<file path="src/scpc_pkg.sv">
package scpc_pkg;
  // Data bus width
  localparam int SCPC_DATA_W = 32;
  // System clock rate in MHz
  localparam int SCPC_CLK_MHZ = 50;
  // Recovery time after clock restart, in input clock periods
  localparam int SCPC_RESTART_PERIODS = 8;
  // Least clock run after retune before release, in periods
  localparam int SCPC_RETUNE_PERIODS = 8;
  // Allowed period drift, in picoseconds per period
  localparam int SCPC_DRIFT_PS = 250;
  // Clock period in picoseconds, derived from the rate
  localparam int SCPC_CLK_PS = 1000000 / SCPC_CLK_MHZ;
  // Gap in nanoseconds counted as a stopped input clock
  localparam int SCPC_STALL_NS = 200;
  localparam int SCPC_STALL_CYC = (SCPC_STALL_NS * SCPC_CLK_MHZ) / 1000;
  // Reset value of the held output bank
  localparam logic [31:0] SCPC_HELD_RST = 32'h0000_0000;
  // Power states
  typedef enum logic [1:0] {
    SCPC_NORMAL,
    SCPC_DRAIN,
    SCPC_GRANT,
    SCPC_STOPPED
  } scpc_state_t;
endpackage

</file>
<file path="src/scpc_keeper_mem.sv">
`timescale 1ns/1ps
// Keeper store: one word of held levels, read data registered
module scpc_keeper_mem
  import scpc_pkg::*;
#(
  parameter int W = SCPC_DATA_W
) (
  input wire logic i_sys_clk,
  input wire logic i_reset_n,
  input wire logic i_wr_en,
  input wire logic [W-1:0] i_wr_data,
  output logic [W-1:0] o_rd_data
);
  // Stored level of each pin
  logic [W-1:0] store_reg;
  logic [W-1:0] store_next;
  // Registered read copy
  logic [W-1:0] rd_reg;
  logic [W-1:0] rd_next;

  // Next values
  always_comb begin
    store_next = i_wr_en ? i_wr_data : store_reg;
    rd_next = store_next;
  end

  // Registers
  always_ff @(posedge i_sys_clk) begin
    if (!i_reset_n) begin
      store_reg <= '0;
      rd_reg <= '0;
    end else begin
      store_reg <= store_next;
      rd_reg <= rd_next;
    end
  end

  assign o_rd_data = rd_reg;
endmodule

</file>
<file path="src/scpc_power_ctrl.sv">
`timescale 1ns/1ps
// Notes on behaviour
// - Halted clock in grant means stop clock.
// - Back to grant within eight clocks.
// - Stop request released resumes normal execution.
// - Outputs hold entry level while stopped.
// - Hold in grant acknowledges, floats outputs.
// - Hold release restores pre-hold levels.
// - Keepers retain data pin levels.
// - Hold disables keepers, floats data bus.
// - Keeper adopts externally driven new level.
// - Freeze clocks in wait, hold, backoff.
// - External events restore frozen clocks, except in grant and stopped.
// - Idle blocks get frozen clocks.
// - Freezing never changes bus timing.
module scpc_power_ctrl
  import scpc_pkg::*;
#(
  parameter int W = SCPC_DATA_W,
  parameter int STALL_CYC = SCPC_STALL_CYC
) (
  input wire logic i_sys_clk,
  input wire logic i_reset_n,
  // External input clock level, toggling at each edge (pin, async)
  input wire logic i_ext_clk_edge,
  // Stop request pin, active low, async
  input wire logic i_stop_clock_request_n,
  // Hold request, synchronous
  input wire logic i_hold_request,
  input wire logic i_address_hold_request,
  input wire logic i_bus_backoff_n,
  input wire logic i_external_snoop_strobe_n,
  input wire logic i_byte_width_bus_size_n,
  input wire logic i_halfword_bus_size_n,
  input wire logic i_cacheable_enable_n,
  input wire logic i_ready_n,
  input wire logic i_flush_n,
  input wire logic i_system_mgmt_interrupt_n,
  input wire logic i_maskable_interrupt_request,
  input wire logic i_nonmask_interrupt,
  // Core activity from the same clock domain
  input wire logic i_core_busy,
  input wire logic i_wait_cycle,
  input wire logic [W-1:0] i_block_idle,
  // Live core outputs and write data
  input wire logic [W-1:0] i_core_out,
  input wire logic [W-1:0] i_core_data_out,
  input wire logic i_core_data_oe_n,
  // Data pins as seen on the wire
  input wire logic [W-1:0] i_data_bus_pins,
  output logic [W-1:0] o_data_bus_pins,
  output logic o_data_bus_pins_oe_n,
  output logic [W-1:0] o_pins_out,
  output logic o_pins_oe_n,
  output logic o_hold_acknowledge,
  output logic o_stop_grant_ack,
  output logic o_stop_clock_state,
  output logic o_core_run,
  output logic [W-1:0] o_block_clk_en
);
  initial begin
    if (W < 1 || STALL_CYC < 2) $error("scpc: bad parameter");
  end

  localparam int SCW = $clog2(STALL_CYC + 1);
  localparam int RCW = $clog2(SCPC_RESTART_PERIODS + 1);

  // Pin synchronisers: three stages, change once stages two and three agree
  logic [2:0] stp_sync_reg, stp_sync_next;
  logic [2:0] edg_sync_reg, edg_sync_next;
  logic stp_req_reg, stp_req_next; // Filtered stop request, active high
  logic edg_lvl_reg, edg_lvl_next; // Filtered input clock level
  logic edge_seen; // One input clock period passed

  always_comb begin
    stp_sync_next = {stp_sync_reg[1:0], ~i_stop_clock_request_n};
    edg_sync_next = {edg_sync_reg[1:0], i_ext_clk_edge};
    stp_req_next = (stp_sync_reg[1] == stp_sync_reg[2]) ? stp_sync_reg[2] : stp_req_reg;
    edg_lvl_next = (edg_sync_reg[1] == edg_sync_reg[2]) ? edg_sync_reg[2] : edg_lvl_reg;
    // Rise of the filtered level marks one input clock period
    edge_seen = edg_lvl_next & ~edg_lvl_reg;
  end

  always_ff @(posedge i_sys_clk) begin
    if (!i_reset_n) begin
      stp_sync_reg <= 3'h0;
      edg_sync_reg <= 3'h0;
      stp_req_reg <= 1'b0;
      edg_lvl_reg <= 1'b0;
    end else begin
      stp_sync_reg <= stp_sync_next;
      edg_sync_reg <= edg_sync_next;
      stp_req_reg <= stp_req_next;
      edg_lvl_reg <= edg_lvl_next;
    end
  end

  // Power state machine with clock-stall and restart counters
  scpc_state_t state_reg, state_next;
  logic [SCW-1:0] stall_reg, stall_next; // Cycles since last input clock rise, saturating at STALL_CYC
  logic [RCW-1:0] rst_cnt_reg, rst_cnt_next; // Edges seen since restart
  logic clk_stopped;

  always_comb begin
    state_next = state_reg;
    stall_next = edge_seen ? '0 : ((stall_reg == SCW'(STALL_CYC)) ? stall_reg : stall_reg + SCW'(1));
    clk_stopped = (stall_reg == SCW'(STALL_CYC));
    rst_cnt_next = rst_cnt_reg;
    unique case (state_reg)
      SCPC_NORMAL: begin
        // Request taken; let current work drain first
        if (stp_req_reg) state_next = SCPC_DRAIN;
      end
      SCPC_DRAIN: begin
        if (!i_core_busy) state_next = SCPC_GRANT;
      end
      SCPC_GRANT: begin
        if (!stp_req_reg) state_next = SCPC_NORMAL;
        else if (clk_stopped && !i_hold_request) begin
          state_next = SCPC_STOPPED;
          rst_cnt_next = '0;
        end
      end
      SCPC_STOPPED: begin
        if (edge_seen) begin
          if (rst_cnt_reg == RCW'(SCPC_RESTART_PERIODS - 1)) state_next = SCPC_GRANT;
          rst_cnt_next = rst_cnt_reg + RCW'(1);
        end
      end
    endcase
  end

  always_ff @(posedge i_sys_clk) begin
    if (!i_reset_n) begin
      state_reg <= SCPC_NORMAL;
      stall_reg <= '0;
      rst_cnt_reg <= '0;
    end else begin
      state_reg <= state_next;
      stall_reg <= stall_next;
      rst_cnt_reg <= rst_cnt_next;
    end
  end

  // Low-power states share output holding and keeper behaviour
  logic low_power;
  logic hold_grant; // Hold taken while clock runs in grant
  logic hold_acknowledge_reg, hold_acknowledge_next; // Hold acknowledge, also gates keeper writes
  assign low_power = (state_reg == SCPC_GRANT) || (state_reg == SCPC_STOPPED);
  assign hold_grant = (state_reg == SCPC_GRANT) && i_hold_request;

  // Keeper store: captures entry level, follows external drive
  logic kp_wr;
  logic [W-1:0] kp_wdata;
  logic [W-1:0] kp_level;

  always_comb begin
    kp_wr = 1'b0;
    kp_wdata = i_data_bus_pins;
    if (!low_power) begin
      // Track the last driven level before entering grant
      kp_wr = !i_core_data_oe_n;
      kp_wdata = i_core_data_out;
    end else if (!hold_grant && !hold_acknowledge_reg && (i_data_bus_pins != kp_level)) begin
      kp_wr = 1'b1;
    end
    // no write while hold floats the bus, last hold cycle too
  end

  scpc_keeper_mem #(.W(W)) u_keeper (
    .i_sys_clk(i_sys_clk),
    .i_reset_n(i_reset_n),
    .i_wr_en(kp_wr),
    .i_wr_data(kp_wdata),
    .o_rd_data(kp_level)
  );

  // Pin drivers and acknowledges
  logic [W-1:0] held_reg, held_next; // Output levels frozen at grant entry
  logic [W-1:0] dout_reg, dout_next;
  logic doe_n_reg, doe_n_next;
  logic [W-1:0] pout_reg, pout_next;
  logic poe_n_reg, poe_n_next;
  logic ack_reg, ack_next;
  logic stop_reg, stop_next;

  always_comb begin
    held_next = low_power ? held_reg : i_core_out;
    pout_next = low_power ? held_reg : i_core_out;
    dout_next = low_power ? kp_level : i_core_data_out;
    doe_n_next = low_power ? 1'b0 : i_core_data_oe_n;
    poe_n_next = 1'b0;
    hold_acknowledge_next = hold_grant;
    if (hold_grant) begin
      poe_n_next = 1'b1;
      doe_n_next = 1'b1;
    end
    // levels return after hold via held_reg and kp_level
    ack_next = (state_next == SCPC_GRANT) || (state_next == SCPC_STOPPED);
    stop_next = (state_next == SCPC_STOPPED);
  end

  always_ff @(posedge i_sys_clk) begin
    if (!i_reset_n) begin
      held_reg <= SCPC_HELD_RST;
      dout_reg <= '0;
      doe_n_reg <= 1'b1;
      pout_reg <= SCPC_HELD_RST;
      poe_n_reg <= 1'b0;
      hold_acknowledge_reg <= 1'b0;
      ack_reg <= 1'b0;
      stop_reg <= 1'b0;
    end else begin
      held_reg <= held_next;
      dout_reg <= dout_next;
      doe_n_reg <= doe_n_next;
      pout_reg <= pout_next;
      poe_n_reg <= poe_n_next;
      hold_acknowledge_reg <= hold_acknowledge_next;
      ack_reg <= ack_next;
      stop_reg <= stop_next;
    end
  end

  // Auto clock freeze
  logic [4:0] evt_sync_reg, evt_mid_reg, evt_last_reg; // Async pins, three stages
  logic [4:0] evt_mid_next, evt_sync_next, evt_last_next;
  logic [3:0] size_prev_reg, size_prev_next; // Last size, cacheable, backoff levels; backoff wakes on change only
  logic wake; // Event that must restore clocks at once
  logic freeze_cond;
  logic run_reg, run_next;
  logic [W-1:0] blk_en_reg, blk_en_next;

  always_comb begin
    evt_sync_next = {i_maskable_interrupt_request, i_nonmask_interrupt,
                     ~i_system_mgmt_interrupt_n, ~i_flush_n, 1'b0};
    evt_mid_next = evt_sync_reg;
    evt_last_next = evt_mid_reg;
    size_prev_next = {i_byte_width_bus_size_n, i_halfword_bus_size_n, i_cacheable_enable_n, i_bus_backoff_n};
    wake = !i_ready_n || !i_external_snoop_strobe_n
        || (|(evt_mid_reg & evt_last_reg)) || (size_prev_next != size_prev_reg);
    freeze_cond = i_wait_cycle || hold_acknowledge_reg || i_address_hold_request || !i_bus_backoff_n;
    // wake overrides freeze, run follows on the next clock, no lost work
    run_next = !low_power && (wake || !freeze_cond);
    blk_en_next = (run_next && !wake) ? ~i_block_idle : {W{run_next}};
  end

  always_ff @(posedge i_sys_clk) begin
    if (!i_reset_n) begin
      evt_sync_reg <= 5'h00;
      evt_mid_reg <= 5'h00;
      evt_last_reg <= 5'h00;
      size_prev_reg <= 4'hF;
      run_reg <= 1'b1;
      blk_en_reg <= '1;
    end else begin
      evt_sync_reg <= evt_sync_next;
      evt_mid_reg <= evt_mid_next;
      evt_last_reg <= evt_last_next;
      size_prev_reg <= size_prev_next;
      run_reg <= run_next;
      blk_en_reg <= blk_en_next;
    end
  end

  assign o_data_bus_pins = dout_reg;
  assign o_data_bus_pins_oe_n = doe_n_reg;
  assign o_pins_out = pout_reg;
  assign o_pins_oe_n = poe_n_reg;
  assign o_hold_acknowledge = hold_acknowledge_reg;
  assign o_stop_grant_ack = ack_reg;
  assign o_stop_clock_state = stop_reg;
  assign o_core_run = run_reg;
  assign o_block_clk_en = blk_en_reg;
endmodule

</file>
<file path="config.mk">
export PLATFORM = sky130hd
export DESIGN_NAME = scpc_power_ctrl
export DESIGN_NICKNAME = d
export VERILOG_FILES = /design/src/scpc_pkg.sv /design/src/scpc_keeper_mem.sv /design/src/scpc_power_ctrl.sv
export SDC_FILE = /design/constraint.sdc
export NUM_CORES = 1
export LEC_CHECK = 0
export BUFFER_PORTS_ARGS = -buffer_cell sky130_fd_sc_hd__buf_2
export CORE_MARGIN = 10
export CORE_UTILIZATION = 49
export DETAILED_ROUTE_END_ITERATION = 7
export PLACE_DENSITY = 0.8
export SLEW_MARGIN = 15
export SYNTH_ARGS = -nofsm -noshare
export SYNTH_HDL_FRONTEND = slang
export SYNTH_HIERARCHICAL = 1
export SYNTH_SLANG_ARGS = --single-unit
</file>
<file path="constraint.sdc">
create_clock -name i_sys_clk -period 2.3 [get_ports i_sys_clk]
set_input_delay 0 -clock i_sys_clk [delete_from_list [all_inputs] [get_ports i_sys_clk]]
set_output_delay 0 -clock i_sys_clk [all_outputs]
set_load 0.005 [all_outputs]
</file>
# After elaboration in Yosys (flattened, before gate mapping)
# Cells that the tools add are included.
[totals]
ff_bits = 171
inputBits = 147
out_inout_bits = 102
elab_cells = 96
[classes]
addsub = 2
eq_ne = 14
muxes = 19
n_bitwise = 8
reduce_logical = 31
[op_table]
columns = ["operator", "count"]
rows = [
  ["2-to-1 mux 32 bit", 3],
  ["inequality test 32 bit", 1],
  ["NOT 32 bit", 1],
  ["2-to-1 mux 2 bit", 6],
  ["2-to-1 mux 4 bit", 3],
  ["zero test 1 bit", 10],
  ["logical OR 1 bit", 9],
  ["adder 4 x 1 -> 4 bit (second input constant)", 2],
  ["== test 2 bit (second input constant)", 4],
  ["one-hot mux 2 bit (4 select lines)", 1],
  ["one-hot mux 4 bit (2 select lines)", 1],
  ["logical AND 1 bit", 6],
  ["inequality test 2 bit (second input constant)", 3],
  ["bitwise AND 5 bit", 1],
  ["2-to-1 mux 1 bit", 5],
  ["NOT 1 bit", 5],
  ["OR reduction 5 bit", 1],
  ["== test 4 x 3 -> 1 bit (second input constant)", 1],
  ["== test 4 bit (second input constant)", 1],
  ["inequality test 4 bit", 1],
  ["AND reduction 4 bit", 1],
  ["OR reduction 2 bit", 2],
  ["== test 1 bit", 2],
  ["== test 2 x 1 -> 1 bit (second input constant)", 1],
  ["3 further kinds", 3],
]

# Logic depth before layout (Yosys ltp)
[logic_depth]
depth_word = 8
depth_mapped = 9
mapped_depth_nobuf = 7

# By module
# Netlist, hierarchy kept.
[modules_own_cells]
columns = ["mod", "n_inst", "cells_each", "area_each_um2", "seq_area_each_um2"]
rows = [
  ["scpc_power_ctrl", 1, 564, 5291.3, 2702.6],
  ["scpc_keeper_mem", 1, 103, 1243.7, 640.6],
]

# Worst setup path before layout
# Ideal clock, no wire load.
[synth_path]
path_kind = "register -> register"
from = "reg state_reg[1]"
to = "reg u_keeper.rd_reg[0], in the netlist u_keeper/o_rd_data[0]"
setup_ns = 0.116
t_arrival_ns = 1.689
required_ns = 2.184
slack_ns = 0.495
stages_incl_launch_ff = 10
path_buffers = 5
synth_period_minus_slack_ns = 1.805
cell_sequence = "dfxtp_1 -> clkbuf_1 -> clkbuf_1 -> clkbuf_1 -> nand3b_1 -> o22ai_1 -> buf_6 -> buf_12 -> mux2i_1 -> nor2b_1"
[synth_via]
elab_chain_len = 7
word_cells_on_any_way = 10
classes_between = "eq/ne (2); mux (3); reduce/logical (5)"
[synth_rtl]
columns = ["element", "line", "rtl"]
rows = [
  ["start, declared", "scpc_power_ctrl.sv:99", "scpc_state_t state_reg, state_next;"],
  ["start signal, assigned", "scpc_power_ctrl.sv:139", "state_reg <= state_next;"],
  ["== test 2 bit", "scpc_power_ctrl.sv:149, scpc_power_ctrl.sv:150", ""],
  ["logical AND 1 bit", "scpc_power_ctrl.sv:150", "assign hold_grant = (state_reg == SCPC_GRANT) && i_hold_request;"],
  ["zero test 1 bit", "scpc_power_ctrl.sv:164", "end else if (!hold_grant && !hold_acknowledge_reg && (i_data_bus_pins != kp_level)) begin"],
  ["logical AND 1 bit (2 in a row)", "scpc_power_ctrl.sv:164", ""],
  ["2-to-1 mux 1 bit", "scpc_power_ctrl.sv:164", ""],
  ["2-to-1 mux 1 bit *", "scpc_power_ctrl.sv:160", "if (!low_power) begin"],
  ["net kp_wr", "scpc_power_ctrl.sv:153", "logic kp_wr;"],
  ["end signal, assigned", "scpc_keeper_mem.sv:34", "rd_reg <= rd_next;"],
  ["end, declared", "scpc_keeper_mem.sv:18", "logic [W-1:0] rd_reg;"],
]
# Mark *: on every way through the listed nets, which the timed path passes. The rest lies on a longest branch.
# A chain may end at the register's enable or synchronous reset.

# Final worst setup path
[layout_path]
from = "reg u_keeper.rd_reg[31], in the netlist u_keeper/o_rd_data[31]"
to = "reg u_keeper.rd_reg[10], in the netlist u_keeper/o_rd_data[10]"
[layout_via]
elab_chain_len = 4
[layout_rtl]
columns = ["element", "line"]
rows = [
  ["inequality test 32 bit", "scpc_power_ctrl.sv:164"],
  ["logical AND 1 bit", "scpc_power_ctrl.sv:164"],
  ["2-to-1 mux 1 bit", "scpc_power_ctrl.sv:164"],
  ["2-to-1 mux 1 bit", "scpc_power_ctrl.sv:160"],
  ["net kp_wr", "scpc_power_ctrl.sv:153"],
]
# The timed path passes the listed nets, and every way through them passes these cells.

==> summary.md <==
| Metric | Value |
|---|---|
| Post-route clock period utilization | 0.9607 |
| Fin nets | 1191 |
| Starting Density | 0.4974 |
| CP required | between 2 and 3 ns |
| Crit path time final | 2.210 ns |
| Worst Reg-to-Reg Cells | 8 |
| Post-CTS Hold Fix Bufs | between 100 and 150 |
| Worst-path clk slew | approximately 0.07 ns |
| Placed inst area | ~8000 um2 |
| Post_cts resized | 0 |
| Clock sink count | ~170 |
| Largest net degree at the start of global routing | 98 |
| Crit-path cells | xor2_1 > nor4_1 > nand4_1 > nor2_1 > o22ai_4 > buf_12 > mux2i_1 > nor2b_1 |
| Status | complete, no violations |
| Maximum VDD drop | just under 700 uV |
| Design area | between 9000 and 10000 um2 |
| Total CTS buffers | 17 |
| Mean post-synth cell area | ~9.8 um2 |
| H-tree levels | 4 |
| Hold depth | 5 |
| Fin. Hold Viols | 0 |
| Buffers on Ports | 248 |
| CTS tree | done |
| Vias | approximately 6200 |
| Max Fanout on Critical Path | 30 |
| Fmax | roughly 450 MHz |
| Die width | 135.5 um |
| CP max stage cell | nor4_1 |
| Pre-CTS setup slack | ~0.23 ns |
| CP Capture Type | flip-flop |
| Area Overhead vs Synth | 51.27% |
| Worst Clk Skew | 0.01128 ns |
| Layout cell share with drive strength beyond 1 | 0.2754 |
| Tightest Hold Check Type | in -> reg |
| Vias/cell | about 5.0 |
| I/O pin count | between 200 and 250 |
| DRT antenna net count | 0 |
| Hold EP | u_keeper/o_rd_data[10] |
| Worst-margin pin slew | around 0.52 ns |
| PwrDens | 694.8 nW/um2 |
| Die Ht | approximately 140 um |
| Vias in the first global route | roughly 6600 |
| Starting DRT DRC Count | between 300 and 400 |
| Rel. slew slack | 0.6483 |
| Kind of critical path | reg -> reg |
| Placer congestion estimate | between 0.8 and 0.9 |
| Worst-Skew Late Latency | 0.42 ns |
| Hold Crit Start | i_data_bus_pins[10] |
| Setup ws final | 0.09046 ns |
| Total negative setup slack | 0 ns |
| Fillers | 861 |
| Seq/Total Area, Yosys | 0.5116 |
| First-pass GRT wire length | ~34000 um |
| Final wirelength | between 20000 and 25000 um |
| Commonest non-fill, non-tap cells in the layout | 248 x buf_2, 166 x dfxtp_1, 139 x dlygate4sd3_1 |
| Pleak | 4.421 nW |
| Grt ovf | 0 |
| CP arrival | 2.52 ns |
| Yosys cell types | 38 |
| Core Area | between 10000 and 15000 um2 |
| Remaining DRCs | 0 |
| Reg-to-reg slack, setup | approximately 0.09 ns |
| Mapped Area | 6535 um2 |
| Fin. max-slew vios | 0 |
| Design Power | 6.869 mW |
| Post-Syn Nets | around 800 |
| Cells after synthesis | 667 |
| DP HPWL | 13470 um |
| Die Footprint | ~18000 um2 |
| Worst path max stage delay | between 0.5 and 0.6 ns |
| Critical R2R Launch | u_keeper/o_rd_data[31] |
| Routed wire per std cell | roughly 18 um |
| Delay-heaviest family, CP | simple AND/OR/NAND/NOR gates |
| Leading cell type in the layout, fill and taps excluded | buf_2 |
| CTS max path bufs | 2 |
| Drt first pass iters | 6 |
| Cell row count | 42 |
| Reg2reg end | u_keeper/o_rd_data[10] |
| Antenna violations before repair | 2 |
| Worst setup SP type | flip-flop |
| Total Routing Usage GR | 0.2376 |
| CTS root buf | clkbuf_16 |
| Setup bufs post-CTS | 0 |
| Critical path buffers and inverters | 1 |
| YS warnings | 6 |
| Max cap viols | 0 |
| Seq cells post-synth | 167 |
| Count of final setup violators | 0 |
| RSZ-0062 raised after global routing | no |
-- final cells by class --
class                      count  area (um2)  share of cell area
antenna                        5       12.51            0.001266
clock buffer                  17       425.4             0.04303
clock inverter                14       187.7             0.01898
inverter                       1       3.754           0.0003797
multi-input combinational    459        2972              0.3006
sequential                   167        3347              0.3386
tap                          176       220.2             0.02228
timing repair buffer         395        2718              0.2749
-- worst reg2reg max path, stage by stage, from the launching register on --
cell	delay, ns
dfxtp_1	0.34
xor2_1	0.20
nor4_1	0.52
nand4_1	0.17
nor2_1	0.25
o22ai_4	0.14
buf_12	0.21
mux2i_1	0.21
nor2b_1	0.06
-- metrics by stage --
stage	utilization	std cells	hold slack [ns]
3_5_place_dp	0.5990	1059	0.1647
4_1_cts	0.7515	1229	0.003472
2_1_floorplan	-	667	0.07161
6_report	0.7525	1234	0.02147
5_1_grt	0.7519	1231	0.05446
3_3_place_gp	0.5990	1059	0.1589
-- how the worst max path moves through the flow --
stage | depth (start not counted) | startpoint | end
2_1_floorplan | 9 | state_reg[1] | u_keeper/o_rd_data[0]
3_3_place_gp | 8 | u_keeper/o_rd_data[31] | u_keeper/o_rd_data[13]
3_5_place_dp | 8 | u_keeper/o_rd_data[31] | u_keeper/o_rd_data[10]
4_1_cts | 8 | u_keeper/o_rd_data[31] | u_keeper/o_rd_data[21]
5_1_grt | 8 | u_keeper/o_rd_data[31] | u_keeper/o_rd_data[27]
6_report | 8 | u_keeper/o_rd_data[31] | u_keeper/o_rd_data[10]
-- power breakdown --
part	internal [mW]	switching, mW	total, mW
combinational	0.440	0.314	0.753
sequential	3.02	0.0762	3.09
clock	1.74	1.28	3.02
-- kinds of logic after synthesis --
group | count (synthesis) | synth area share
xor+xnor | 41 | 0.05495
simple gates | 267 | 0.2118
mux | 64 | 0.09803
fa+ha+maj | 3 | 0.005744
compound gates | 84 | 0.08214
buf+inv | 41 | 0.03580
flops | 167 | 0.5116
-- cell usage after synthesis, drive strengths merged --
master  count  area (um2)
inv         1       3.750
o311a       1       10.01
nand2b     38       237.7
nor2b      68       425.4
nand4       4       25.02
o21a        1       7.510
dfxtp     167        3343
xnor2       2       17.52
ha          3       37.54
nor3        1       5.000
or4         1       7.510
o21bai      2       15.01
o22ai       1       6.260
o21ai      37       185.2
o31ai       1       7.510
a21oi       2       10.01
nand2     111       416.7
and2       15       93.84
nor4        9       56.30
a222oi      1       10.01
and2b       1       7.510
a21boi     37       277.8
nor2       10       37.54
nand3b      2       27.53
clkbuf     24       93.84
xor2       39       341.6
and4        2       17.52
nand3       4       20.02
buf        16       136.4
a211oi      1       7.510
and3        1       6.260
mux2i      64       640.6
-- layer usage --
layer  up-vias  GRT usage  share of wire
li1       2953          -              -
met1      2922     0.2455           0.36
met2       242     0.4265           0.53
met3        71    0.06899          0.063
met4         0     0.1232          0.044
met5         -          0              0
Note: power is estimated with default switching activity, not from simulation.
